## config.mk

```make
export PLATFORM = sky130hd
export DESIGN_NAME = tft_top
export DESIGN_NICKNAME = d
export VERILOG_FILES = /design/src/verilog/tft_pkg.sv /design/src/verilog/tft_pulse_if.sv /design/src/verilog/tft_pulse_stretch.sv /design/src/verilog/tft_top.sv
export VERILOG_INCLUDE_DIRS = /design/src /design/src/verilog
export SDC_FILE = /design/constraint.sdc
export NUM_CORES = 1
export LEC_CHECK = 0
export ABC_AREA = 1
export ABC_CLOCK_PERIOD_IN_PS = 2300
export BUFFER_PORTS_ARGS = -buffer_cell sky130_fd_sc_hd__buf_2
export CORE_MARGIN = 5
export CORE_UTILIZATION = 53
export CTS_CLUSTER_DIAMETER = 150
export CTS_CLUSTER_SIZE = 12
export DETAILED_ROUTE_END_ITERATION = 8
export PLACE_DENSITY_LB_ADDON = 0.3
export SYNTH_ARGS = -nofsm -noshare
export SYNTH_HDL_FRONTEND = slang
export SYNTH_HIERARCHICAL = 1
export SYNTH_SLANG_ARGS = --single-unit
```

## constraint.sdc

```tcl
create_clock -name core_clk -period 2.3 [get_ports core_clk]
set_input_delay 0.23 -clock core_clk [delete_from_list [all_inputs] [get_ports core_clk]]
set_output_delay 0.23 -clock core_clk [all_outputs]
set_load 0.02 [all_outputs]
```

## src/verilog/tft_defs.svh

```systemverilog
// Operation
// RULE1: Multi-trace channel traces every single hit.
// RULE2: Single-trace: one message per run of matches.
// RULE3: Non-trace actions happen on every hit.
// RULE4: Trace-sent bit cleared when channel misses.
// RULE5: Match with multi or clear bit traces.
// RULE6: One shared 40-bit timestamp counter.
// RULE7: Timestamp advances through programmable prescaler.
// RULE8: Reference message before first non-printf trace.
// RULE9: Reference after 256 or more idle intervals.
// RULE10: Timestamp byte holds time since reference.
// RULE11: Trigger-in pin drives a chain-latch.
// RULE12: Manual, edge and level trigger-in modes.
// RULE13: Select codes rise, fall, level, manual.
// RULE14: Manual mode ignores channel set/clear actions.
// RULE15: Core mode pulses pin low per event.
// RULE16: Stretch pulses; ignore hits during pulse/recovery.
// RULE17: Bus analyzer mode pulses the same way.
// RULE18: Third mode follows core chain-latch zero.
// RULE19: Fourth mode follows module chain-latch zero.
// RULE20: Module chain-latch acts at capture-buffer output.
// RULE21: Fifth mode holds pin low while stalled.
// RULE22: Five-way select; pin high when idle.
// RULE23: Pulse width and recovery in clock cycles.
`ifndef TFT_DEFS_SVH
`define TFT_DEFS_SVH

// Register byte offsets
`define TFT_OFF_CTRL 8'h00
`define TFT_OFF_PRESCALE 8'h04
`define TFT_OFF_CHMODE 8'h08
`define TFT_OFF_STATUS 8'h0c
`define TFT_OFF_TSLO 8'h10
`define TFT_OFF_TSHI 8'h14
`define TFT_OFF_TRIGIN 8'h18

// Control register fields
`define TFT_CTRL_TRIN_LSB 0
`define TFT_CTRL_STALL_BIT 2
`define TFT_CTRL_TROUT_LSB 3

// Channel mode register fields
`define TFT_CHMODE_MULTI_LSB 0
`define TFT_CHMODE_TSEN_LSB 4

// Reset values
`define TFT_TRIN_RESET 2'h3
`define TFT_PRESCALE_RESET 16'h0000

// Trigger-in select codes
`define TFT_TRIN_RISE 2'h0
`define TFT_TRIN_FALL 2'h1
`define TFT_TRIN_LEVEL 2'h2
`define TFT_TRIN_MANUAL 2'h3

// Trigger-out select codes
`define TFT_TROUT_CORE 3'h0
`define TFT_TROUT_BUSAN 3'h1
`define TFT_TROUT_CCHAIN 3'h2
`define TFT_TROUT_MCHAIN 3'h3
`define TFT_TROUT_STALL 3'h4

// Timing counts: pulse in core clock cycles, reference gap in timestamp ticks
`define TFT_PULSE_CYC 8'h08
`define TFT_REF_GAP 9'h100

// AXI responses
`define TFT_RESP_OKAY 2'h0
`define TFT_RESP_SLVERR 2'h2

`endif

```

## src/verilog/tft_pkg.sv

```systemverilog
package tft_pkg;
  // Timestamp word
  typedef logic [39:0] tft_ts_t;
  // Per-channel mask for the instruction-address channels
  typedef logic [3:0] tft_chan_t;
  // Pulse stretcher states
  typedef enum logic [1:0] {TFT_IDLE, TFT_DRIVE, TFT_RECOVER} tft_str_state_t;
endpackage : tft_pkg

```

## src/verilog/tft_pulse_if.sv

```systemverilog
`timescale 1ns/100ps
// Event into a stretcher and its stretched active-low pulse
interface tft_pulse_if;
  logic hit;
  logic pulseN;
  modport stretch (input hit, output pulseN);
  modport user (output hit, input pulseN);
endinterface : tft_pulse_if

```

## src/verilog/tft_pulse_stretch.sv

```systemverilog
`timescale 1ns/100ps
`include "tft_defs.svh"
module tft_pulse_stretch (
  input wire logic core_clk,
  input wire logic rst,
  tft_pulse_if.stretch pif
);
  import tft_pkg::*;

  tft_str_state_t state_r; // Stretcher state
  logic [7:0] cnt_r; // Cycles left in current phase
  logic last; // Last cycle of the phase
  assign last = (cnt_r == 8'h01);

  // Drive low for the width, then hold off for an equal recovery
  always_ff @(posedge core_clk)
  begin
    if (rst)
    begin
      state_r <= TFT_IDLE;
      cnt_r <= 8'h00;
      pif.pulseN <= 1'b1;
    end
    else
    begin
      unique case (state_r)
        TFT_IDLE:
        begin
          if (pif.hit)
          begin
            state_r <= TFT_DRIVE; // see RULE16
            cnt_r <= `TFT_PULSE_CYC; // see RULE23
            pif.pulseN <= 1'b0;
          end
        end
        TFT_DRIVE:
        begin
          // Hits ignored while driving
          cnt_r <= cnt_r - 8'h01;
          if (last)
          begin
            state_r <= TFT_RECOVER; // see RULE16
            cnt_r <= `TFT_PULSE_CYC;
            pif.pulseN <= 1'b1;
          end
        end
        TFT_RECOVER:
        begin
          // Hits ignored while recovering
          cnt_r <= cnt_r - 8'h01;
          if (last)
            state_r <= TFT_IDLE;
        end
      endcase
    end
  end
endmodule : tft_pulse_stretch

```

## src/verilog/tft_top.sv

```systemverilog
`timescale 1ns/100ps
`include "tft_defs.svh"
module tft_top (
  input wire logic core_clk,
  input wire logic rst,
  // AXI4-Lite write address
  input wire logic s_axi_awvalid,
  output logic s_axi_awready,
  input wire logic [7:0] s_axi_awaddr,
  // AXI4-Lite write data
  input wire logic s_axi_wvalid,
  output logic s_axi_wready,
  input wire logic [31:0] s_axi_wdata,
  input wire logic [3:0] s_axi_wstrb,
  // AXI4-Lite write response
  output logic s_axi_bvalid,
  input wire logic s_axi_bready,
  output logic [1:0] s_axi_bresp,
  // AXI4-Lite read address
  input wire logic s_axi_arvalid,
  output logic s_axi_arready,
  input wire logic [7:0] s_axi_araddr,
  // AXI4-Lite read data
  output logic s_axi_rvalid,
  input wire logic s_axi_rready,
  output logic [31:0] s_axi_rdata,
  output logic [1:0] s_axi_rresp,
  // Channel matches, already qualified by preconditions
  input wire tft_pkg::tft_chan_t chanMatch,
  // Trace message emitted per channel
  output tft_pkg::tft_chan_t chanTrace,
  // Hit forwarded for counters and latch actions
  output tft_pkg::tft_chan_t chanHit,
  // Timestamp byte attached per channel message
  output tft_pkg::tft_chan_t chanTsAttach,
  // Reference message goes ahead of this cycle's traces
  output logic refMsg,
  // Timestamp byte value for this cycle's traces
  output logic [7:0] tsByte,
  // Shared timestamp
  output tft_pkg::tft_ts_t timestamp,
  // Channel actions on the trigger-in latch
  input wire logic trigInSetAct,
  input wire logic trigInClrAct,
  // Trigger-in latch state for channel preconditions
  output logic trigInLatch,
  // Trigger-in pin, sampled as synchronous
  input wire logic triggerInPinN,
  // Trigger-out event sources
  input wire logic coreTrigEvt,
  input wire logic busAnTrigEvt,
  // Core watchpoint controller chain-latch zero
  input wire logic coreChainZero,
  // Module chain-latch zero actions from capture buffer output
  input wire logic modChainSet,
  input wire logic modChainClr,
  // Processor stalled by the capture buffer
  input wire logic cpuStalled,
  // Trigger-out pin, active low
  output logic triggerOutPinN
);
  import tft_pkg::*;

  // Register storage
  logic [1:0] trinSel_r; // Trigger-in select
  logic stallMode_r; // Stall mode selected
  logic [2:0] troutSel_r; // Trigger-out function
  logic [15:0] prescale_r; // Prescaler reload
  tft_chan_t multi_r; // Multi-trace mode per channel
  tft_chan_t tsEn_r; // Timestamp enable per channel

  // AXI write side state
  logic awHeld_r; // Write address captured
  logic [7:0] awAddr_r; // Captured write address
  logic wHeld_r; // Write data captured
  logic [31:0] wData_r; // Captured write data
  logic [3:0] wStrb_r; // Captured strobes

  // Trace and timestamp state
  tft_chan_t traceSent_r; // Trace-sent bit per channel
  logic [15:0] preCnt_r; // Prescaler count
  tft_ts_t tsRef_r; // Timestamp at last reference
  logic [8:0] gapCnt_r; // Intervals since last trace, saturating
  logic seen_r; // A trace message has gone out
  logic modChain_r; // Module chain-latch zero
  logic pinPrev_r; // Trigger-in pin last cycle

  // Handshakes
  wire awTake = s_axi_awvalid & s_axi_awready;
  wire wTake = s_axi_wvalid & s_axi_wready;
  wire doWrite = awHeld_r & wHeld_r & ~s_axi_bvalid;
  wire arTake = s_axi_arvalid & s_axi_arready;

  // Write decode
  wire wrCtrl = doWrite & (awAddr_r == `TFT_OFF_CTRL);
  wire wrPre = doWrite & (awAddr_r == `TFT_OFF_PRESCALE);
  wire wrMode = doWrite & (awAddr_r == `TFT_OFF_CHMODE);
  wire wrTrig = doWrite & (awAddr_r == `TFT_OFF_TRIGIN);
  wire wrRo = (awAddr_r == `TFT_OFF_STATUS) | (awAddr_r == `TFT_OFF_TSLO) | (awAddr_r == `TFT_OFF_TSHI);
  wire wrOk = wrCtrl | wrPre | wrMode | wrTrig | (doWrite & wrRo);

  // Byte-lane mask from strobes
  wire [31:0] laneMask = {{8{wStrb_r[3]}}, {8{wStrb_r[2]}}, {8{wStrb_r[1]}}, {8{wStrb_r[0]}}};

  // Current register words and their merged values
  wire [31:0] ctrlWord = {26'h0, troutSel_r, stallMode_r, trinSel_r};
  wire [31:0] preWord = {16'h0, prescale_r};
  wire [31:0] modeWord = {24'h0, tsEn_r, multi_r};
  wire [31:0] ctrlMerge = (ctrlWord & ~laneMask) | (wData_r & laneMask);
  wire [31:0] preMerge = (preWord & ~laneMask) | (wData_r & laneMask);
  wire [31:0] modeMerge = (modeWord & ~laneMask) | (wData_r & laneMask);
  wire trigWrVal = wData_r[0];
  wire trigWrEn = wrTrig & wStrb_r[0];

  // Read decode
  wire [31:0] statusWord = {28'h0, seen_r, triggerOutPinN, modChain_r, trigInLatch};
  wire [31:0] rdMux =
    (s_axi_araddr == `TFT_OFF_CTRL) ? ctrlWord :
    (s_axi_araddr == `TFT_OFF_PRESCALE) ? preWord :
    (s_axi_araddr == `TFT_OFF_CHMODE) ? modeWord :
    (s_axi_araddr == `TFT_OFF_STATUS) ? statusWord :
    (s_axi_araddr == `TFT_OFF_TSLO) ? timestamp[31:0] :
    (s_axi_araddr == `TFT_OFF_TSHI) ? {24'h0, timestamp[39:32]} :
    (s_axi_araddr == `TFT_OFF_TRIGIN) ? {31'h0, trigInLatch} : 32'h0;
  wire rdOk = (s_axi_araddr == `TFT_OFF_CTRL) | (s_axi_araddr == `TFT_OFF_PRESCALE)
    | (s_axi_araddr == `TFT_OFF_CHMODE) | (s_axi_araddr == `TFT_OFF_STATUS)
    | (s_axi_araddr == `TFT_OFF_TSLO) | (s_axi_araddr == `TFT_OFF_TSHI)
    | (s_axi_araddr == `TFT_OFF_TRIGIN);

  // Trace filtering
  wire [3:0] emit = chanMatch & (multi_r | ~traceSent_r); // see RULE1 see RULE2 see RULE5
  wire anyTrace = |emit;
  wire tick = (preCnt_r == prescale_r);
  wire gapFull = (gapCnt_r >= `TFT_REF_GAP);
  wire needRef = anyTrace & (~seen_r | gapFull); // see RULE8 see RULE9
  wire [39:0] sinceRef = timestamp - tsRef_r;
  wire [7:0] tsSat = (sinceRef[39:8] != 32'h0) ? 8'hff : sinceRef[7:0];

  // Trigger-in edges and select
  wire pinRise = triggerInPinN & ~pinPrev_r;
  wire pinFall = ~triggerInPinN & pinPrev_r;
  wire trinManual = (trinSel_r == `TFT_TRIN_MANUAL);

  // Pulse stretchers for the two event trigger-out modes
  tft_pulse_if corePulse ();
  tft_pulse_if busPulse ();
  assign corePulse.hit = coreTrigEvt; // see RULE15
  assign busPulse.hit = busAnTrigEvt; // see RULE17

  tft_pulse_stretch coreStretch (
    .core_clk(core_clk),
    .rst(rst),
    .pif(corePulse)
  );

  tft_pulse_stretch busStretch (
    .core_clk(core_clk),
    .rst(rst),
    .pif(busPulse)
  );

  // Trigger-out function select
  wire outNxt =
    (troutSel_r == `TFT_TROUT_CORE) ? corePulse.pulseN : // see RULE15
    (troutSel_r == `TFT_TROUT_BUSAN) ? busPulse.pulseN : // see RULE17
    (troutSel_r == `TFT_TROUT_CCHAIN) ? ~coreChainZero : // see RULE18
    (troutSel_r == `TFT_TROUT_MCHAIN) ? ~modChain_r : // see RULE19
    (troutSel_r == `TFT_TROUT_STALL) ? ~(stallMode_r & cpuStalled) : // see RULE21
    1'b1; // see RULE22

  // AXI write address and data capture, either order
  always_ff @(posedge core_clk)
  begin
    if (rst)
    begin
      s_axi_awready <= 1'b1;
      s_axi_wready <= 1'b1;
      awHeld_r <= 1'b0;
      wHeld_r <= 1'b0;
      awAddr_r <= 8'h00;
      wData_r <= 32'h0;
      wStrb_r <= 4'h0;
    end
    else
    begin
      // Address taken, hold until the write is done
      if (awTake)
      begin
        awHeld_r <= 1'b1;
        awAddr_r <= s_axi_awaddr;
        s_axi_awready <= 1'b0;
      end
      else if (doWrite)
        awHeld_r <= 1'b0;
      // Data taken likewise
      if (wTake)
      begin
        wHeld_r <= 1'b1;
        wData_r <= s_axi_wdata;
        wStrb_r <= s_axi_wstrb;
        s_axi_wready <= 1'b0;
      end
      else if (doWrite)
        wHeld_r <= 1'b0;
      // Reopen both channels once the response is taken
      if (s_axi_bvalid & s_axi_bready)
      begin
        s_axi_awready <= 1'b1;
        s_axi_wready <= 1'b1;
      end
    end
  end

  // Write response
  always_ff @(posedge core_clk)
  begin
    if (rst)
    begin
      s_axi_bvalid <= 1'b0;
      s_axi_bresp <= `TFT_RESP_OKAY;
    end
    else if (doWrite)
    begin
      s_axi_bvalid <= 1'b1;
      s_axi_bresp <= wrOk ? `TFT_RESP_OKAY : `TFT_RESP_SLVERR;
    end
    else if (s_axi_bready)
      s_axi_bvalid <= 1'b0;
  end

  // Read channel, one register of latency
  always_ff @(posedge core_clk)
  begin
    if (rst)
    begin
      s_axi_arready <= 1'b1;
      s_axi_rvalid <= 1'b0;
      s_axi_rdata <= 32'h0;
      s_axi_rresp <= `TFT_RESP_OKAY;
    end
    else if (arTake)
    begin
      s_axi_arready <= 1'b0;
      s_axi_rvalid <= 1'b1;
      s_axi_rdata <= rdMux;
      s_axi_rresp <= rdOk ? `TFT_RESP_OKAY : `TFT_RESP_SLVERR;
    end
    else if (s_axi_rvalid & s_axi_rready)
    begin
      s_axi_rvalid <= 1'b0;
      s_axi_arready <= 1'b1;
    end
  end

  // Software-written configuration
  always_ff @(posedge core_clk)
  begin
    if (rst)
    begin
      trinSel_r <= `TFT_TRIN_RESET; // see RULE13
      stallMode_r <= 1'b0;
      troutSel_r <= `TFT_TROUT_CORE;
      prescale_r <= `TFT_PRESCALE_RESET;
      multi_r <= 4'h0;
      tsEn_r <= 4'h0;
    end
    else
    begin
      if (wrCtrl)
      begin
        trinSel_r <= ctrlMerge[`TFT_CTRL_TRIN_LSB +: 2];
        stallMode_r <= ctrlMerge[`TFT_CTRL_STALL_BIT];
        troutSel_r <= ctrlMerge[`TFT_CTRL_TROUT_LSB +: 3]; // see RULE22
      end
      if (wrPre)
        prescale_r <= preMerge[15:0]; // see RULE7
      if (wrMode)
      begin
        multi_r <= modeMerge[`TFT_CHMODE_MULTI_LSB +: 4];
        tsEn_r <= modeMerge[`TFT_CHMODE_TSEN_LSB +: 4];
      end
    end
  end

  // Prescaler and the single shared timestamp
  always_ff @(posedge core_clk)
  begin
    if (rst)
    begin
      preCnt_r <= 16'h0;
      timestamp <= 40'h0;
    end
    else if (tick)
    begin
      preCnt_r <= 16'h0; // see RULE7
      timestamp <= timestamp + 40'h1; // see RULE6
    end
    else
      preCnt_r <= preCnt_r + 16'h1;
  end

  // Per-channel trace filter and hit forwarding
  always_ff @(posedge core_clk)
  begin
    if (rst)
    begin
      traceSent_r <= 4'h0;
      chanTrace <= 4'h0;
      chanHit <= 4'h0;
      chanTsAttach <= 4'h0;
    end
    else
    begin
      // Set while matching, cleared on any miss
      traceSent_r <= chanMatch; // see RULE4 see RULE5
      chanTrace <= emit;
      chanHit <= chanMatch; // see RULE3
      chanTsAttach <= emit & tsEn_r; // see RULE10
    end
  end

  // Reference message insertion and timestamp byte
  always_ff @(posedge core_clk)
  begin
    if (rst)
    begin
      seen_r <= 1'b0;
      gapCnt_r <= 9'h0;
      tsRef_r <= 40'h0;
      refMsg <= 1'b0;
      tsByte <= 8'h0;
    end
    else
    begin
      refMsg <= needRef; // see RULE8 see RULE9
      if (anyTrace)
      begin
        seen_r <= 1'b1;
        gapCnt_r <= {8'h00, tick}; // A tick on the trace cycle already counts, see RULE9
      end
      else if (tick & ~gapFull)
        gapCnt_r <= gapCnt_r + 9'h1;
      // A fresh reference restarts the byte at zero
      if (needRef)
      begin
        tsRef_r <= timestamp;
        tsByte <= 8'h0; // see RULE10
      end
      else
        tsByte <= tsSat; // see RULE10
    end
  end

  // Trigger-in chain-latch
  always_ff @(posedge core_clk)
  begin
    if (rst)
    begin
      pinPrev_r <= 1'b1; // Idle pin level, so no false edge after reset
      trigInLatch <= 1'b0;
    end
    else
    begin
      pinPrev_r <= triggerInPinN;
      if (trigWrEn)
        trigInLatch <= trigWrVal;
      else if (trinManual)
        trigInLatch <= trigInLatch; // see RULE14
      else
      begin
        unique case (trinSel_r)
          `TFT_TRIN_RISE:
            trigInLatch <= pinRise | (trigInLatch | trigInSetAct) & ~trigInClrAct; // see RULE12
          `TFT_TRIN_FALL:
            trigInLatch <= pinFall | (trigInLatch | trigInSetAct) & ~trigInClrAct; // see RULE12
          `TFT_TRIN_LEVEL:
            trigInLatch <= triggerInPinN; // see RULE11 see RULE13
          `TFT_TRIN_MANUAL:
            trigInLatch <= trigInLatch; // see RULE14
        endcase
      end
    end
  end

  // Module chain-latch zero, actions arrive at capture-buffer output
  always_ff @(posedge core_clk)
  begin
    if (rst)
      modChain_r <= 1'b0;
    else if (modChainSet)
      modChain_r <= 1'b1; // see RULE20
    else if (modChainClr)
      modChain_r <= 1'b0; // see RULE20
  end

  // Trigger-out pin register
  always_ff @(posedge core_clk)
  begin
    if (rst)
      triggerOutPinN <= 1'b1;
    else
      triggerOutPinN <= outNxt; // see RULE16 see RULE22
  end
endmodule : tft_top

```

==> results summary, run 1 <==
The flow ran to the end, but the final reports show violations. The checks that failed: setup timing. The clock sink total came out at 250. The path depth of the worst reg2reg path came out at 16. The type of origin of the critical path is a flop.

The final-report setup violation count came out at 8. The cell area after synthesis came out at ~0.014 mm2. The final clock period utilization by the worst path came out at 1.08. The critical path data required time is ~2.7 ns. The end point of the critical path is tsByte[5]$_SDFF_PP0_. The worst register-to-register path ends at tsByte[5]$_SDFF_PP0_. In the routed design, unresolved DRC markers number 0. The internal reg-to-reg setup slack came out at -0.18 ns. The die is roughly 170 um tall. Entering global routing, the biggest net connects 52 pins. Summed over all nets, the half-perimeter wirelength after detailed placement is about 35 mm. After technology mapping, the gate count stands at approximately 2200.

In this run the tightest slew margin relative to its limit is 0.612. The synthesized-area fraction occupied by ao, oa, aoi and oai cells came out at 0.138. The combined global-route utilization of all metal layers is 0.287.

Ranked by total cell area, the synthesized netlist is headed by dfxtp_1 (35%), nand2_1 (15%), inv_1 (9.2%), a21oi_1 (6.2%), nor2_1 (5.6%). The slack of the critical path came out at -0.183 ns. The leftover overflow at the end of global routing is 0.

The worst IR drop on VDD came out at around 0.6 mV. The total power of the final layout came out at between 10 and 15 mW. In this run the cell area measured after placement is between 0.015 and 0.02 mm2.

The source of the critical timing path is timestamp[0]$_SDFFE_PP0P_. The number of buffers between clock root and the deepest sink came out at 3. The tree is rooted in a clkbuf_16. The Yosys warning count came out at 6. The worst clock skew on the final layout came out at about 0.033 ns. The share of post-route cells with drive strength above 1 came out at 0.231. The maximum clock frequency is 0.403 GHz.

The die width came out at roughly 170 um. The commonest cells after synthesis are nand2_1 (586), inv_1 (350), dfxtp_1 (250). The multiplexer fraction of the synthesized cell area came out at 0. For this run, the post-layout net count is 2663. The power per cell area is around 550 mW/mm2. The initial antenna violation count is 1.

By area, the combinational part of the netlist is dominated by simple AND/OR/NAND/NOR gates. For this design the top-level I/O count stands at about 180. In this run the number of H-tree levels came out at 1. The average size of a mapped cell came out at ~6.5 um2. dfxtp_1 takes more of the synthesized area than any other cell.

The most common cell in the synthesized netlist is nand2_1. The TritonCTS clock tree is built. The global-route wire length before repair came out at 72.5 mm.

The final hold violation count was 0. The number of pins exceeding their max-slew limit in the final report came out at 0. The via total after detailed routing came out at about 16000. The final weighted congestion in routability-driven placement is roughly 1.0. The distinct cell type count after synthesis is between 40 and 50.

The routed wire length per instance is approximately 16 um. The length of the first detailed-routing pass in iterations came out at 6. Counting flops with an async set or reset pin after synthesis yields a share of 0.

For the finished layout, the period the worst path requires is 2.48 ns. The number of buffer cells added on primary ports came out at between 150 and 200. Once detail routing completed, the nets flagged for antenna violations numbered 0.

The cell leakage power is 8.65 nW. The post-synthesis share of cell area spent on and, or, nand and nor gates is 0.311. The multi-input logic area came out at around 0.0084 mm2.

The arithmetic-cell share of the synthesized area counting full adders, half adders and majority gates came out at 0.0479. The DRC marker count from the first detailed-route iteration is around 1300. After floorplanning, the core was divided into 60 placement rows. The worst register-to-register path begins at timestamp[0]$_SDFFE_PP0P_. The reported max-cap violation count is 0. The ratio of routed vias to standard cells is ~5.4.

After routing the design area is between 0.015 and 0.02 mm2. The number of global-route vias before repair is about 15000. The sequential cell area in the final layout came out at around 0.0050 mm2.

Among all flip-flop cells after synthesis, the most frequent one is dfxtp_1. The synthesized flop and latch total came out at 250. The final total negative setup slack came out at -1.38 ns. The final-layout worst hold slack is 0.0180 ns. The class of the most critical hold timing path is in2reg. The type of the worst setup path is reg2reg. The post-synthesis sequential area ratio came out at 0.351.

The filler cells instantiated in the layout total 2238. The number of enable flip-flop cells after synthesis came out at 0. Setup repair after global routing could not meet its margin everywhere.

The actual slew at the worst max-slew pin came out at around 0.58 ns. From synthesis to final layout, the design area changed by 29.8%. For this configuration, the core starts out at a cell density of 0.533. The TritonCTS buffer count is 24. The wire length reported by the detailed router is between 40 and 50 mm. The clock latency on the worst-skew pair is between 0.5 and 0.6 ns. The repair_antennas step left the layout with diodes totalling 0.

The xor/xnor cell area share of the yosys netlist is 0.0405. The largest fanout on the critical path is 8. The type of destination of the critical path is a flop. The share of synthesized area in the top cell type comes to 0.351. The post-CTS clock slew at the launch and capture registers of the worst setup and hold paths is approximately 0.060 ns.

The die covers around 0.030 mm2. Data arrives at the worst endpoint at a little under 3 ns. The floorplan step defined a core boundary enclosing between 0.02 and 0.03 mm2.
[layout by cell type (no fill, tap or decap), types with 13 or more instances in the layout]
master / n
nand3_1: 74
nor2_2: 28
ha_1: 19
dfxtp_1: 237
a21oi_2: 17
a21oi_1: 158
xnor2_1: 17
xor2_1: 48
dlygate4sd3_1: 34
nand4_1: 36
ha_4: 30
buf_2: 154
nor3_1: 36
inv_2: 25
inv_1: 337
nand2_2: 31
nor2_1: 189
nand2_1: 562
nor2_4: 17
o21ai_0: 82
clkbuf_16: 24
o22ai_1: 48
buf_4: 189
nand3_2: 13
a211oi_1: 13
nor4_1: 17
[stage by stage]
| step | worst slack, ns | cells | util |
|---|---|---|---|
| 2_1_floorplan | 0.00820 | 2185 | - |
| 3_3_place_gp | -0.217 | 2814 | 0.626 |
| 3_5_place_dp | -0.238 | 2814 | 0.626 |
| 4_1_cts | -0.198 | 2878 | 0.667 |
| 5_1_grt | -0.316 | 2879 | 0.693 |
| 6_report | -0.183 | 2879 | 0.693 |
[cells by family after synthesis]
logic type,count (synthesis)
xor+xnor,66
fa+ha+maj,54
flops,250
buf+inv,420
simple gates,1039
other cells,1
compound gates,354
[where the power goes]
part / internal, mW / total [mW] / switching [mW] / leakage [nW]
Clock: 1.89 / 3.55 / 1.66 / 0.316
Sequential: 4.49 / 4.61 / 0.121 / 2.04
Combinational: 0.805 / 2.06 / 1.25 / 6.30
Total: 7.19 / 10.2 / 3.03 / 8.65
[worst max-delay path, cell delays in order (launching register included)]
cell and delay (ns):
dfxtp_4 0.36, inv_4 0.04, ha_4 0.15, fa_2 0.36
nor2_4 0.16, nor2_4 0.07, o21ai_4 0.19, buf_4 0.15
nand3_2 0.07, nand4_1 0.11, nand2_1 0.07, nor2_2 0.09
nand2_1 0.11, nor2_4 0.20, nand4_1 0.12, nand2_1 0.08
inv_1 0.04
[cell type report]
cell class,count,share of cell area
clock buffers,26,0.0334
inverters,365,0.0742
repair buffers,381,0.141
well taps,341,0.0230
clock inverters,1,0.00162
multi-input cells,1515,0.456
flip-flops and latches,250,0.272
[routing by layer]
layer | track usage | routed length, um | part of all wire
met3 | 0.0418 | 3830 | 0.082
met1 | 0.385 | 19600 | 0.42
met5 | 0 | 0 | 0
met4 | 0.102 | 1850 | 0.040
met2 | 0.474 | 21400 | 0.46
[what timing repair did]
action                                  CTS  global route
buffers inserted                          3             1
gates resized for setup                  22           148
hold buffers                             34             0
endpoints found under the hold margin    33             0
pin swaps                                15            30
endpoints found under the setup margin    8            15
[worst min-delay path by stage]
stage                                         end  cells after the start            from  slack [ns]
2_1_floorplan  busStretch/state_r[1]$_SDFFE_PP0P_                      1             rst        0.30
3_3_place_gp                 pinPrev_r$_SDFF_PP1_                      3   triggerInPinN        0.45
3_5_place_dp            traceSent_r[3]$_SDFF_PP0_                      3    chanMatch[3]        0.45
4_1_cts                  awAddr_r[6]$_SDFFE_PP0P_                      3   s_axi_awvalid       0.008
5_1_grt                   wStrb_r[1]$_SDFFE_PP0P_                      3    s_axi_wvalid        0.05
6_report                  wData_r[6]$_SDFFE_PP0P_                      3  s_axi_wdata[6]        0.02
No activity file was read; power rests on OpenSTA's default activity.
==> run 2, diff against run 1 <==
--- a/config.mk
+++ b/config.mk
@@ -17,5 +17,4 @@
 export PLACE_DENSITY_LB_ADDON = 0.3
 export SYNTH_ARGS = -nofsm -noshare
 export SYNTH_HDL_FRONTEND = slang
-export SYNTH_HIERARCHICAL = 1
 export SYNTH_SLANG_ARGS = --single-unit
==> run 2 against run 1 <==
- final cell count down 2.3%
- the flow still finishes with violations (setup timing)
- area after synthesis down 1.4%
- register-to-register slack worse by 0.02 ns
- die area down 1.4%
- wire length up 0.97%
- cell area down 2.0%
- count of clock-buffer cells in the layout unchanged
- clock skew down 0.0072 ns
- largest cell class unchanged
- worst setup slack worse by 0.024 ns
- non-clock buffer count down 6
- flip-flop and latch count unchanged
==> results summary, run 2 <==
The cell area after synthesis is 0.0140 mm2. The largest total area in the synthesized netlist belongs to dfxtp_1. The cell count after synthesis came out at 2130. The ratio of routed vias to standard cells is about 5.5. The number of antenna diodes in the final layout is 0.

The commonest cells after synthesis are nand2_1 (525), inv_1 (333), dfxtp_1 (250). The routed wire length per instance is 16.7 um. The average size of a mapped cell came out at ~6.6 um2. The top-level I/O count is about 180.

The area share of the largest cell type after synthesis is 0.356. The count of nets left with antenna violations after detail routing came out at 0. The final-report setup violation count came out at 8. After synthesis, the share of cell area in mux cells is 0. In the final layout, flip-flops and latches occupy approximately 0.0050 mm2. The fraction of met2 tracks used by global routing is 0.501.

The floorplan step defined a die boundary enclosing between 0.02 and 0.03 mm2. STA classifies the critical path endpoint as a flop. In the synthesized netlist the dominant register cell turns out to be dfxtp_1. The worst-case headroom to the max-slew limit is 0.556. STA classifies the critical path startpoint as a flop. Of the total synthesized cell area, the portion taken by AND, OR, NAND and NOR gates is 0.304. Summed over all failing endpoints, the final setup total negative slack is -1.47 ns.

Sorting the synthesized cells by area gives the leading types as dfxtp_1 (36%), nand2_1 (14%), inv_1 (8.9%), nor2_1 (5.9%), a21oi_1 (5.7%). Walking the worst path, the cells encountered are ha_4 -> nand2_2 -> inv_2 -> a21oi_2 -> nor2_1 -> nor2_2 -> nand2_2 -> nand2_2 -> buf_4 -> nand2_1 -> nand2_1 -> nand2_2 -> nor2_2 -> nand2_2 -> nor2_4 -> nand4_1 -> nand2_1 -> inv_1. On the critical path, the stage with the largest delay is an instance of dfxtp_1.

Synthesis inferred 250 register bits. The internal reg-to-reg setup slack came out at -0.21 ns. The clock latency on the worst-skew pair came out at roughly 0.54 ns. The most critical setup path has its startpoint at timestamp[10]$_SDFFE_PP0P_.

The flow ran to the end, but the final reports show violations. The vertical die dimension is between 150 and 200 um. Summing all multi-input logic gate instances after layout gives 0.00815 mm2. IR analysis of the VDD net gives a maximum drop of roughly 0.94 mV. The number of pins exceeding their max-slew limit in the final report is 0. Of the cells placed in the final design, the portion with a size suffix greater than 1 is 0.228. The post-CTS clock slew at the launch and capture registers of the worst setup and hold paths came out at around 0.060 ns. Summed over all cells, the static leakage comes to 8.39 nW.

The reported max-cap violation count is 0. The clock sink total is 250. The combinational family with the most area after synthesis is simple AND/OR/NAND/NOR gates. The xor/xnor cell area share of the yosys netlist came out at 0.0349. The endpoint of the worst hold-timing path is wData_r[6]$_SDFFE_PP0P_. The starting density of the core came out at 0.539. The startpoint identified for the worst register-to-register timing path is timestamp[10]$_SDFFE_PP0P_. Entering global routing, the biggest net connects 57 pins. The leftover overflow at the end of global routing is 0. The worst register-to-register path ends at tsByte[3]$_SDFF_PP0_. In the routed design, unresolved DRC markers number 0. The number of buffers between clock root and the deepest sink is 3.

For this run, the register share of the synthesized area comes to 0.356. The via total after detailed routing came out at roughly 16000. The distinct cell type count after synthesis is 55. The slack of the critical path is -0.208 ns. The worst clock skew on the final layout is ~0.026 ns. The critical path data required time is around 2.7 ns. The number of enable flip-flop cells after synthesis is 0. The final reports fail on setup timing. The placement row count came out at 59.

For this block, the initial DRC count from the detailed router was approximately 1300. The leading cell type by number of instances after synthesis is nand2_1. At the end of routability-driven placement, the weighted congestion stood at 0.976. The synthesized-area fraction occupied by ao, oa, aoi and oai cells is 0.144.

The TritonCTS clock tree is built. The worst hold path stage count came out at 3. The pre-antenna-repair detailed-routing pass consisted of 7 iterations.

The Yosys warning count is 0. The met3 usage came out at 0.0380. The share of async-settable or async-resettable flops after synthesis is 0.

The die width came out at about 170 um. The path class of the tightest hold or removal check is in2reg. The path depth of the worst reg2reg path came out at 18. The worst setup timing slack at the placement stage came out at -0.216 ns. Of the total synthesized cell area, the portion taken by full adders, half adders and majority gates is 0.0486.

The largest fanout on the critical path is 8. The final hold violation count is 0. For this run, the total global-route usage over all layers was measured as 0.293. The library cell used most frequently in the layout, excluding fill and tap cells, is nand2_1. The wire length reported by the detailed router came out at about 47 mm.

The initial antenna violation count came to 0. The CTS root buffer is clkbuf_16. Based on the critical path, the design can be clocked at up to roughly 0.4 GHz. Of the available clock period, the critical path in the final layout requires 1.09.

The met1 global-route usage is 0.383. The area growth from synthesis to final layout came out at 29.1%. The core region is 0.0261 mm2.

The global routing's busiest layer is met2. In this run the number of H-tree levels came out at 1. The startpoint identified for the worst hold timing path is s_axi_wdata[6]. The number of fill cells came out at roughly 2200. The type of the worst setup path is reg2reg. The TritonCTS buffer count is 24.

The number of buffer cells added on primary ports came out at between 150 and 200. The actual slew at the worst max-slew pin is between 0.6 and 0.7 ns. After the last flow step, the layout net total stands at 2604.

The minimum clock period after layout is about 2.5 ns. The number of global-route vias before repair is about 15000. In the layout the commonest cells are nand2_1 (496), inv_1 (324), dfxtp_1 (233).

The power per cell area came out at 602 mW/mm2. Detailed placement finished with a half-perimeter wire length of 35.6 mm. Setup repair after global routing could not meet its margin everywhere. The cell that appears most often on the critical path is nand2_2. The first global-routing pass estimated between 70 and 80 mm of wire. The delay contributed by the slowest stage of the critical path is approximately 0.4 ns. The data arrival at the endpoint of the critical path is 2.94 ns.
==> run 2: stage by stage <==
stage	std cells	total power, mW	util	instance area (um2)	hold WS, ns
2_1_floorplan	2131	6.59	-	14100	0.337
3_3_place_gp	2748	7.22	0.630	16400	0.446
3_5_place_dp	2748	7.30	0.630	16400	0.454
4_1_cts	2809	10.8	0.672	17500	0.000445
5_1_grt	2814	11.5	0.696	18100	0.00204
6_report	2814	10.9	0.696	18100	0.0154
==> run 2: repair_timing <==
item                                   in CTS  in global routing
endpoints found under the hold margin      32                  0
setup endpoints to repair                   8                 20
resized for setup                          23                140
hold buffers                               30                  0
pin swaps                                  17                 37
buffers inserted                            4                  5
cloned                                      0                  0
==> run 2: logic make-up after synthesis <==
family                   Yosys count
adder cells (fa/ha/maj)           54
AND/OR/NAND/NOR                  994
AO/OA/AOI/OAI                    364
flip-flops                       250
other                              1
buffers and inverters            411
XOR/XNOR                          56
==> run 2: cell type report <==
cell class | instances | share of cell area
Multi-Input combinational cell | 1470 | 0.449
Tap cell | 335 | 0.0231
Timing Repair Buffer | 375 | 0.141
Sequential cell | 250 | 0.278
Clock inverter | 1 | 0.000897
Clock buffer | 26 | 0.0341
Inverter | 357 | 0.0740
==> run 2: worst max-delay path, delay by kind of cell (launching register included) <==
family,cells,cell delay [ns]
compound gates,1,0.23
fa+ha+maj,1,0.25
buf+inv,3,0.19
flops,1,0.40
simple gates,13,1.33
==> run 2: worst max-delay path by stage <==
stage	cells past startpoint	end	slack [ns]
2_1_floorplan	19	tsByte[0]$_SDFF_PP0_	0.008
4_1_cts	19	tsByte[3]$_SDFF_PP0_	-0.18
6_report	18	tsByte[3]$_SDFF_PP0_	-0.21
3_5_place_dp	17	tsByte[3]$_SDFF_PP0_	-0.22
3_3_place_gp	15	tsByte[0]$_SDFF_PP0_	-0.18
5_1_grt	18	tsByte[7]$_SDFF_PP0_	-0.33
==> run 2: power breakdown <==
group | switching, mW | internal, mW | total, mW
Sequential | 0.183 | 4.58 | 4.76
Clock | 1.61 | 1.88 | 3.49
Combinational | 1.61 | 1.06 | 2.67
Total | 3.40 | 7.52 | 10.9
==> run 2: metal layers <==
| layer | vias up | wire length [um] |
|---|---|---|
| met4 | 0 | 1830 |
| met1 | 7144 | 19600 |
| met3 | 134 | 3670 |
| li1 | 7543 | - |
| met5 | - | 0 |
| met2 | 685 | 22000 |
